## src/core/acsf_pkg.sv

```systemverilog
// acsf_pkg: constants, register map and field layout of the sample queue.
// assumes one 8-bit register address space shared with the rest of the device.
package acsf_pkg;

    // register addresses
    localparam logic [7:0] ACSF_ADDR_X0 = 8'h32;
    localparam logic [7:0] ACSF_ADDR_X1 = 8'h33;
    localparam logic [7:0] ACSF_ADDR_Y0 = 8'h34;
    localparam logic [7:0] ACSF_ADDR_Y1 = 8'h35;
    localparam logic [7:0] ACSF_ADDR_Z0 = 8'h36;
    localparam logic [7:0] ACSF_ADDR_Z1 = 8'h37;
    localparam logic [7:0] ACSF_ADDR_CTRL = 8'h38;
    localparam logic [7:0] ACSF_ADDR_STAT = 8'h39;

    // storage geometry
    localparam int ACSF_DEPTH = 32;
    localparam int ACSF_PTR_W = 5;
    localparam int ACSF_CNT_W = 6;
    localparam int ACSF_AXIS_W = 16;
    localparam int ACSF_ENTRY_W = 48;
    localparam logic [5:0] ACSF_FULL_CNT = 6'h20;
    localparam logic [5:0] ACSF_EMPTY_CNT = 6'h00;

    // queue_control fields
    localparam int ACSF_MODE_HI = 7;
    localparam int ACSF_MODE_LO = 6;
    localparam int ACSF_TRIG_SRC_BIT = 5;
    localparam int ACSF_WM_HI = 4;
    localparam int ACSF_WM_LO = 0;
    localparam logic [7:0] ACSF_CTRL_RESET = 8'h00;
    localparam logic [4:0] ACSF_WM_ZERO = 5'h00;

    // queue_state fields
    localparam int ACSF_STAT_TRIG_BIT = 7;
    localparam int ACSF_STAT_CNT_HI = 5;

    // queue modes
    localparam logic [1:0] ACSF_MODE_BYPASS = 2'h0;
    localparam logic [1:0] ACSF_MODE_COLLECT = 2'h1;
    localparam logic [1:0] ACSF_MODE_STREAM = 2'h2;
    localparam logic [1:0] ACSF_MODE_TRIGGER = 2'h3;

    // true for any of the six axis sample bytes
    function automatic logic acsf_is_axis(input logic [7:0] addr);
        acsf_is_axis = (addr >= ACSF_ADDR_X0) && (addr <= ACSF_ADDR_Z1);
    endfunction : acsf_is_axis

endpackage : acsf_pkg

```

## src/core/acsf_store.sv

```systemverilog
// acsf_store: 32-entry circular store of three-axis samples.
// assumes the caller never pushes when full without popping in the same cycle.
`timescale 1ns/10ps
module acsf_store
    import acsf_pkg::*;
(
    input wire logic clock,
    input wire logic rst_b,
    input wire logic push,
    input wire logic pop,
    input wire logic flush,
    input wire logic [ACSF_ENTRY_W-1:0] push_data,
    output logic [ACSF_ENTRY_W-1:0] head_data,
    output logic [ACSF_CNT_W-1:0] count
);

    logic [ACSF_ENTRY_W-1:0] mem [0:ACSF_DEPTH-1];
    logic [ACSF_PTR_W-1:0] wr_ptr_reg;
    logic [ACSF_PTR_W-1:0] wr_ptr_next;
    logic [ACSF_PTR_W-1:0] rd_ptr_reg;
    logic [ACSF_PTR_W-1:0] rd_ptr_next;
    logic [ACSF_CNT_W-1:0] count_reg;
    logic [ACSF_CNT_W-1:0] count_next;

    always_comb
    begin
        wr_ptr_next = wr_ptr_reg;
        rd_ptr_next = rd_ptr_reg;
        count_next = count_reg;
        if (flush)
        begin
            wr_ptr_next = '0;
            rd_ptr_next = '0;
            count_next = ACSF_EMPTY_CNT;
        end
        else
        begin
            if (push)
                wr_ptr_next = wr_ptr_reg + ACSF_PTR_W'(1);
            if (pop)
                rd_ptr_next = rd_ptr_reg + ACSF_PTR_W'(1);
            if (push && !pop)
                count_next = count_reg + ACSF_CNT_W'(1);
            else if (pop && !push)
                count_next = count_reg - ACSF_CNT_W'(1);
        end
    end

    always_ff @(posedge clock)
    begin
        if (!rst_b)
        begin
            wr_ptr_reg <= '0;
            rd_ptr_reg <= '0;
            count_reg <= ACSF_EMPTY_CNT;
        end
        else
        begin
            wr_ptr_reg <= wr_ptr_next;
            rd_ptr_reg <= rd_ptr_next;
            count_reg <= count_next;
        end
    end

    // no reset on the array: contents are only read behind a nonzero count
    always_ff @(posedge clock)
    begin
        if (push && !flush)
            mem[wr_ptr_reg] <= push_data;
    end

    assign head_data = mem[rd_ptr_reg];
    assign count = count_reg;

endmodule : acsf_store

```

## src/core/acsf_queue.sv

```systemverilog
// acsf_queue: sample queue with bypass, collect, stream and trigger modes,
// an output entry ahead of the store, status flags and register access.
// assumes samples, interrupt pins and register strobes all come from logic on clock.
`timescale 1ns/10ps
// Functional notes
// - mode field bits 7:6 of queue_control: bypass, collect, stream, trigger.
// - collect mode stores until 32 held, then stores only when not full.
// - stream mode keeps latest 32; a new sample displaces the oldest.
// - trigger mode keeps recent samples, then after trigger stores until full.
// - trigger source bit picks first irq pin at 0, second at 1.
// - writing watermark level 0 sets the watermark flag at once, any mode.
// - collect and stream: level is watermark threshold; bypass ignores it.
// - trigger mode: level is number of samples kept before trigger.
// - queue_state bit 7 reads 1 once a trigger event has occurred.
// - queue_state bits 5:0 report the number of stored samples.
// - any axis register read transaction removes one level.
// - at most 32 stored plus one output entry, 33 available.
// - data ready, watermark, overrun flags stay set until an axis read clears them.
// - no samples are stored while sleep mode is on.
module acsf_queue
    import acsf_pkg::*;
(
    input wire logic clock,
    input wire logic rst_b,
    input wire logic sample_valid,
    input wire logic [ACSF_AXIS_W-1:0] sample_x,
    input wire logic [ACSF_AXIS_W-1:0] sample_y,
    input wire logic [ACSF_AXIS_W-1:0] sample_z,
    input wire logic sleep_mode,
    input wire logic first_irq_pin,
    input wire logic second_irq_pin,
    input wire logic [7:0] reg_addr,
    input wire logic reg_wr_stb,
    input wire logic [7:0] reg_wr_data,
    input wire logic reg_rd_stb,
    input wire logic xfer_done,
    output logic [7:0] reg_rd_data,
    output logic data_ready_flag,
    output logic watermark_flag,
    output logic overrun_flag,
    output logic capture_event_flag
);

    ////////////////////////////////////////////////////////////////////////////
    // state

    logic [7:0] ctrl_reg;
    logic [7:0] ctrl_next;
    logic [ACSF_ENTRY_W-1:0] out_data_reg;
    logic [ACSF_ENTRY_W-1:0] out_data_next;
    logic out_valid_reg;
    logic out_valid_next;
    logic trig_reg;
    logic trig_next;
    logic pin_prev_reg;
    logic pin_prev_next;
    logic touched_reg;
    logic touched_next;
    logic dr_reg;
    logic dr_next;
    logic wm_reg;
    logic wm_next;
    logic ovr_reg;
    logic ovr_next;
    logic [7:0] rd_data_reg;
    logic [7:0] rd_data_next;

    logic st_push;
    logic st_pop;
    logic st_flush;
    logic [ACSF_ENTRY_W-1:0] st_head;
    logic [ACSF_CNT_W-1:0] st_count;

    logic [1:0] mode;
    logic [ACSF_CNT_W-1:0] wm_level;
    logic trig_pin;
    logic ctrl_wr;
    logic axis_pop;
    logic smp;
    logic [ACSF_ENTRY_W-1:0] smp_data;
    logic [ACSF_CNT_W-1:0] shown_count;

    ////////////////////////////////////////////////////////////////////////////
    // store

    acsf_store u_store (
        .clock(clock),
        .rst_b(rst_b),
        .push(st_push),
        .pop(st_pop),
        .flush(st_flush),
        .push_data(smp_data),
        .head_data(st_head),
        .count(st_count)
    );

    ////////////////////////////////////////////////////////////////////////////
    // decode

    assign mode = ctrl_reg[ACSF_MODE_HI:ACSF_MODE_LO];
    assign wm_level = {1'b0, ctrl_reg[ACSF_WM_HI:ACSF_WM_LO]};
    assign trig_pin = ctrl_reg[ACSF_TRIG_SRC_BIT] ? second_irq_pin : first_irq_pin;
    assign ctrl_wr = reg_wr_stb && (reg_addr == ACSF_ADDR_CTRL);
    // one level per transaction, so a burst sees one stable sample except in bypass, where a new sample overwrites the output entry at once
    assign axis_pop = xfer_done && (touched_reg || (reg_rd_stb && acsf_is_axis(reg_addr)));
    assign smp = sample_valid && !sleep_mode;
    assign smp_data = {sample_z, sample_y, sample_x};
    assign shown_count = (mode == ACSF_MODE_BYPASS) ? ACSF_EMPTY_CNT : st_count;

    ////////////////////////////////////////////////////////////////////////////
    // next state

    always_comb
    begin
        logic out_free;
        logic pop_used;
        logic wm_hit;
        out_free = 1'b0;
        pop_used = 1'b0;
        wm_hit = 1'b0;
        ctrl_next = ctrl_reg;
        out_data_next = out_data_reg;
        out_valid_next = out_valid_reg;
        trig_next = trig_reg;
        pin_prev_next = trig_pin;
        touched_next = touched_reg;
        dr_next = dr_reg;
        wm_next = wm_reg;
        ovr_next = ovr_reg;
        st_push = 1'b0;
        st_pop = 1'b0;
        st_flush = 1'b0;

        // host side: transaction tracking and control writes
        if (xfer_done)
            touched_next = 1'b0;
        else if (reg_rd_stb && acsf_is_axis(reg_addr))
            touched_next = 1'b1;
        if (ctrl_wr)
        begin
            ctrl_next = reg_wr_data;
            trig_next = 1'b0;
            if (reg_wr_data[ACSF_MODE_HI:ACSF_MODE_LO] == ACSF_MODE_BYPASS)
                st_flush = 1'b1;
        end

        // clears first; any set below wins over them
        if (axis_pop)
        begin
            dr_next = 1'b0;
            wm_next = 1'b0;
            ovr_next = 1'b0;
        end

        if (mode == ACSF_MODE_BYPASS)
        begin
            if (axis_pop)
                out_valid_next = 1'b0;
            if (smp)
            begin
                if (out_valid_reg && !axis_pop)
                    ovr_next = 1'b1;
                out_data_next = smp_data;
                out_valid_next = 1'b1;
                dr_next = 1'b1;
            end
        end
        else if (!st_flush)
        begin
            // drain: output entry refills from the store head
            if (axis_pop && out_valid_reg)
            begin
                if (st_count != ACSF_EMPTY_CNT)
                begin
                    out_data_next = st_head;
                    st_pop = 1'b1;
                    pop_used = 1'b1;
                end
                else
                    out_valid_next = 1'b0;
            end
            out_free = !out_valid_reg || (axis_pop && st_count == ACSF_EMPTY_CNT);
            if (smp)
            begin
                dr_next = 1'b1;
                if (out_free && st_count == ACSF_EMPTY_CNT)
                begin
                    out_data_next = smp_data;
                    out_valid_next = 1'b1;
                end
                else if (mode == ACSF_MODE_TRIGGER && !trig_reg && !pop_used
                         && st_count >= wm_level)
                begin
                    st_pop = 1'b1;
                    st_push = 1'b1;
                end
                else if (st_count < ACSF_FULL_CNT || pop_used)
                    st_push = 1'b1;
                else if (mode == ACSF_MODE_STREAM)
                begin
                    st_pop = 1'b1;
                    st_push = 1'b1;
                    ovr_next = 1'b1;
                end
                else
                    ovr_next = 1'b1;
            end
        end

        // trigger capture on a rising edge of the selected pin
        if (mode == ACSF_MODE_TRIGGER && !ctrl_wr && !trig_reg && trig_pin && !pin_prev_reg)
            trig_next = 1'b1;

        // watermark: threshold only in collect and stream
        if (mode == ACSF_MODE_COLLECT || mode == ACSF_MODE_STREAM)
            wm_hit = (st_count >= wm_level);
        if (wm_hit && !ctrl_wr)
            wm_next = 1'b1;
        if (ctrl_wr && reg_wr_data[ACSF_WM_HI:ACSF_WM_LO] == ACSF_WM_ZERO)
            wm_next = 1'b1;
    end

    ////////////////////////////////////////////////////////////////////////////
    // register read

    always_comb
    begin
        rd_data_next = rd_data_reg;
        if (reg_rd_stb)
        begin
            unique case (reg_addr)
                ACSF_ADDR_X0: rd_data_next = out_data_reg[7:0];
                ACSF_ADDR_X1: rd_data_next = out_data_reg[15:8];
                ACSF_ADDR_Y0: rd_data_next = out_data_reg[23:16];
                ACSF_ADDR_Y1: rd_data_next = out_data_reg[31:24];
                ACSF_ADDR_Z0: rd_data_next = out_data_reg[39:32];
                ACSF_ADDR_Z1: rd_data_next = out_data_reg[47:40];
                ACSF_ADDR_CTRL: rd_data_next = ctrl_reg;
                ACSF_ADDR_STAT:
                begin
                    rd_data_next = '0;
                    rd_data_next[ACSF_STAT_TRIG_BIT] = trig_reg;
                    rd_data_next[ACSF_STAT_CNT_HI:0] = shown_count;
                end
                default: rd_data_next = '0;
            endcase
        end
    end

    ////////////////////////////////////////////////////////////////////////////
    // registers

    always_ff @(posedge clock)
    begin
        if (!rst_b)
        begin
            ctrl_reg <= ACSF_CTRL_RESET;
            out_data_reg <= '0;
            out_valid_reg <= 1'b0;
            trig_reg <= 1'b0;
            pin_prev_reg <= 1'b0;
            touched_reg <= 1'b0;
            dr_reg <= 1'b0;
            wm_reg <= 1'b0;
            ovr_reg <= 1'b0;
            rd_data_reg <= 8'h00;
        end
        else
        begin
            ctrl_reg <= ctrl_next;
            out_data_reg <= out_data_next;
            out_valid_reg <= out_valid_next;
            trig_reg <= trig_next;
            pin_prev_reg <= pin_prev_next;
            touched_reg <= touched_next;
            dr_reg <= dr_next;
            wm_reg <= wm_next;
            ovr_reg <= ovr_next;
            rd_data_reg <= rd_data_next;
        end
    end

    assign reg_rd_data = rd_data_reg;
    assign data_ready_flag = dr_reg;
    assign watermark_flag = wm_reg;
    assign overrun_flag = ovr_reg;
    assign capture_event_flag = trig_reg;

endmodule : acsf_queue

```

## config.mk

```make
export PLATFORM = sky130hd
export DESIGN_NAME = acsf_queue
export DESIGN_NICKNAME = d
export VERILOG_FILES = /design/src/core/acsf_pkg.sv /design/src/core/acsf_store.sv /design/src/core/acsf_queue.sv
export SDC_FILE = /design/constraint.sdc
export NUM_CORES = 1
export LEC_CHECK = 0
export BUFFER_PORTS_ARGS = -buffer_cell sky130_fd_sc_hd__buf_4
export CORE_ASPECT_RATIO = 1.2
export CORE_MARGIN = 2
export CORE_UTILIZATION = 55
export CTS_CLUSTER_SIZE = 30
export DETAILED_ROUTE_END_ITERATION = 16
export GPL_ROUTABILITY_DRIVEN = 0
export PLACE_DENSITY = 0.83
export SLEW_MARGIN = 15
export SYNTH_ARGS = -nofsm -noshare
export SYNTH_HDL_FRONTEND = slang
export SYNTH_SLANG_ARGS = --single-unit
```

## constraint.sdc

```tcl
create_clock -name clock -period 10.9 [get_ports clock]
set_input_delay 3.27 -clock clock [delete_from_list [all_inputs] [get_ports clock]]
set_output_delay 3.27 -clock clock [all_outputs]
set_load 0.005 [all_outputs]
```

==> impl_metrics.env <==
export IMPL_arrival_ns=7.29
export IMPL_clock_sink_count=1628
export IMPL_finalCriticalPeriod_ns=6.88
export IMPL_final_area_um2=70400
export IMPL_synth_common_cells="edfxtp_1, mux4_2, mux2i_1"
export IMPL_leakagePower_nw=21.0
export IMPL_fp_dieH_um=375
export IMPL_grt_pass1_vias=32456
export IMPL_setup_slack_ns=4.02
export IMPL_via_per_inst=6.90
export IMPL_worstSetupStartpointType="primary input"
export IMPL_dp_slack_ns=3.39
export IMPL_routed_wl_mm=165
export IMPL_ant_nets=0
export IMPL_synth_seq_cells=1628
export IMPL_cts_max_path_buffers=3
export IMPL_post_cts_setup_buffer_count=0
export IMPL_crit_type="in2reg"
export IMPL_tightest_slew_ns=1.13
export IMPL_syn_area_um2=63200
export IMPL_reg2reg_slack_ns=6.39
export IMPL_rows=136
export IMPL_final_hold_viol_count=0
export IMPL_grt_pass1_wl_mm=236
export IMPL_cts_resized=0
export IMPL_hold_depth=2
export IMPL_syn_num_nets=3085
export IMPL_area_delta_synth_final_pct=11.5
export IMPL_num_vias=32747
export IMPL_dr_pass1_iters=7
export IMPL_p_per_area_nw_per_um2=173
export IMPL_r2r_end="out_data_reg[8]"
export IMPL_critical_path_max_fanout=26
export IMPL_cpPeakStageDelay_ns=0.94
export IMPL_h_tree_depth=4
export IMPL_syn_avg_cell_area_um2=21.1
export IMPL_io_pins=85
export IMPL_n_fill_cell=7179
export IMPL_netlist_top_cells_area="edfxtp_1, mux4_2, mux2i_1"
export IMPL_wire_per_inst_um=34.7
export IMPL_status="finished, final reports clean"
export IMPL_synth_most_common_cell="edfxtp_1"
export IMPL_synthArstFlopShare_pct=0
export IMPL_cp_required_ns=11.31
export IMPL_grt_max_degree=98
export IMPL_slowest_stage="nor2_4"
export IMPL_place_area_um2=65700
export IMPL_endpoint_kind="flip-flop"
export IMPL_final_nets=3209
export IMPL_maxCapViolCount=0
export IMPL_grtUsageTotal_pct=28.3
export IMPL_dieArea_um2=118000
export IMPL_setup_viol_count_final=0
export IMPL_rsz0062_at_grt="false"
export IMPL_yosysUniqueCellTypes=60
export IMPL_coreArea_um2=114000
export IMPL_ys_flop_type="edfxtp_1"
export IMPL_antenna_found_initial=6
export IMPL_finalPower_mw=12.2
export IMPL_initial_core_util_pct=55.3
export IMPL_insertion_delay_ns=0.78
export IMPL_ys_warn_count=0
export IMPL_cts_hold_buf=0
export IMPL_largest_reg_flops=1536
export IMPL_drc=0
export IMPL_cts_buffers_inserted=149
export IMPL_worstPathCellList="buf_4 > or3b_1 > nor4_2 > nor2_1 > nand2_1 > nor2_1 > nand2_1 > nor2_4 > buf_4"
export IMPL_post_synth_top_area_fraction_pct=73.0
export IMPL_slew_headroom_pct=24.5
export IMPL_tritoncts="done"
export IMPL_cts_root_buffer="clkbuf_16"
export IMPL_fin_skew_ns=0.0363
export IMPL_hold_end="reg_rd_data[1]"
export IMPL_place_port_buffers=84
export IMPL_fin_tns_setup_ns=0
export IMPL_final_period_utilization_pct=63.1
export IMPL_path_clk_slew_ns=0.06
export IMPL_ir_drop_v=0.000154
export IMPL_drv_slew=0
export IMPL_hp_start="reg_rd_data[1]"
export IMPL_dp_hpwl_mm=88.5
export IMPL_multi_input_area_um2=14700
export IMPL_hp_class="reg2reg"
export IMPL_drt_iter0_drc=5360
export IMPL_drive_gt1_share_pct=25.5
export IMPL_yosysTopAreaCell="edfxtp_1"
export IMPL_die_w_um=313
export IMPL_max_clock_freq_ghz=0.145
export IMPL_ys_seq_area_share_pct=75.9
export IMPL_synth_edff_count=1536
export IMPL_syn_inst=2993
export IMPL_rr_worst_depth=7
export IMPL_overflow=0
export IMPL_regArea_um2=48000
-- report_power, final --
group	leakage, nW	internal (mW)	switching (mW)
sequential	14.6	6.84	0.0245
clock	2.31	2.86	2.27
combinational	4.12	0.0440	0.167
total	21.0	9.75	2.46
-- layout make-up --
cell class                      instances  share of cell area [%]
Antenna cell                            1                 0.00355
Clock buffer                          193                    5.73
Clock inverter                         71                   0.984
Inverter                               16                  0.0853
Multi-Input combinational cell       1185                    20.9
Sequential cell                      1628                    68.1
Tap cell                             1518                    2.70
Timing Repair Buffer                  137                    1.50
-- worst max-delay path, delay by kind of cell --
family	cells	cell delay, ns
AND/OR/NAND/NOR	7	3.11
buffers and inverters	2	0.82
-- worst max-delay path by stage --
stage           startpoint            endpoint  slack (ns)  depth (start not counted)
2_1_floorplan  reg_addr[1]  u_store.mem[23][0]        3.72                          8
3_3_place_gp   reg_addr[1]  u_store.mem[4][34]        3.48                          9
3_5_place_dp   reg_addr[1]  u_store.mem[4][24]        3.39                          9
4_1_cts        reg_addr[1]  u_store.mem[4][32]        4.17                          9
5_1_grt        reg_addr[1]  u_store.mem[4][32]        3.86                          9
6_report       reg_addr[1]  u_store.mem[4][20]        4.02                          9
-- stage by stage --
step                      std cells  hold WS (ns)  utilization [%]
after CTS                      4748         0.460             61.7
after floorplan                2993         0.446                -
after detailed placement       4484         0.452             57.5
final                          4749         0.458             61.7
after global routing           4748         0.494             61.7
after global placement         4484         0.437             57.5
-- routing by layer --
layer | global-route usage (%) | wire, um | up-vias
li1 | - | - | 12670
met1 | 36.5 | 56300 | 16812
met2 | 44.2 | 78200 | 2696
met3 | 8.11 | 20200 | 557
met4 | 14.4 | 10200 | 12
met5 | 0 | 81 | -
-- logic make-up (layout without fill, tap and decap cells) --
family	after synthesis	in the layout	share of synthesized area, %
DFF	1628	1628	75.9
muxes	593	593	17.0
and+or+nand+nor	370	370	3.35
AOI/OAI and AO/OA	194	194	1.95
buffers and inverters	180	417	1.24
adders and majority gates	19	19	0.388
xor gates and xnor gates	9	9	0.125
other	0	1	0
-- cell usage in the layout, fill, tap and decap left out, drive strengths merged, types with 2 or more instances in the layout --
cell | Yosys | layout
ha | 18 | 18
or3b | 4 | 4
o21ai | 23 | 23
nor2 | 160 | 160
clkbuf | 91 | 193
and2 | 5 | 5
and3 | 3 | 3
clkinvlp | 0 | 4
mux2i | 208 | 208
xnor2 | 6 | 6
or3 | 5 | 5
nor2b | 6 | 6
a21boi | 10 | 10
nand3 | 7 | 7
nand2b | 7 | 7
inv | 16 | 19
o22ai | 104 | 104
or2 | 2 | 2
nor3 | 55 | 55
o21a | 5 | 5
xor2 | 3 | 3
nand2 | 60 | 60
a22oi | 11 | 11
clkinv | 0 | 54
bufinv | 0 | 10
nor4b | 48 | 48
nor4 | 2 | 2
a31oi | 2 | 2
nand3b | 2 | 2
edfxtp | 1536 | 1536
dfxtp | 92 | 92
mux4 | 384 | 384
a21oi | 23 | 23
a211oi | 7 | 7
or4 | 2 | 2
buf | 73 | 137
Note: power is estimated with default switching activity, not from simulation.
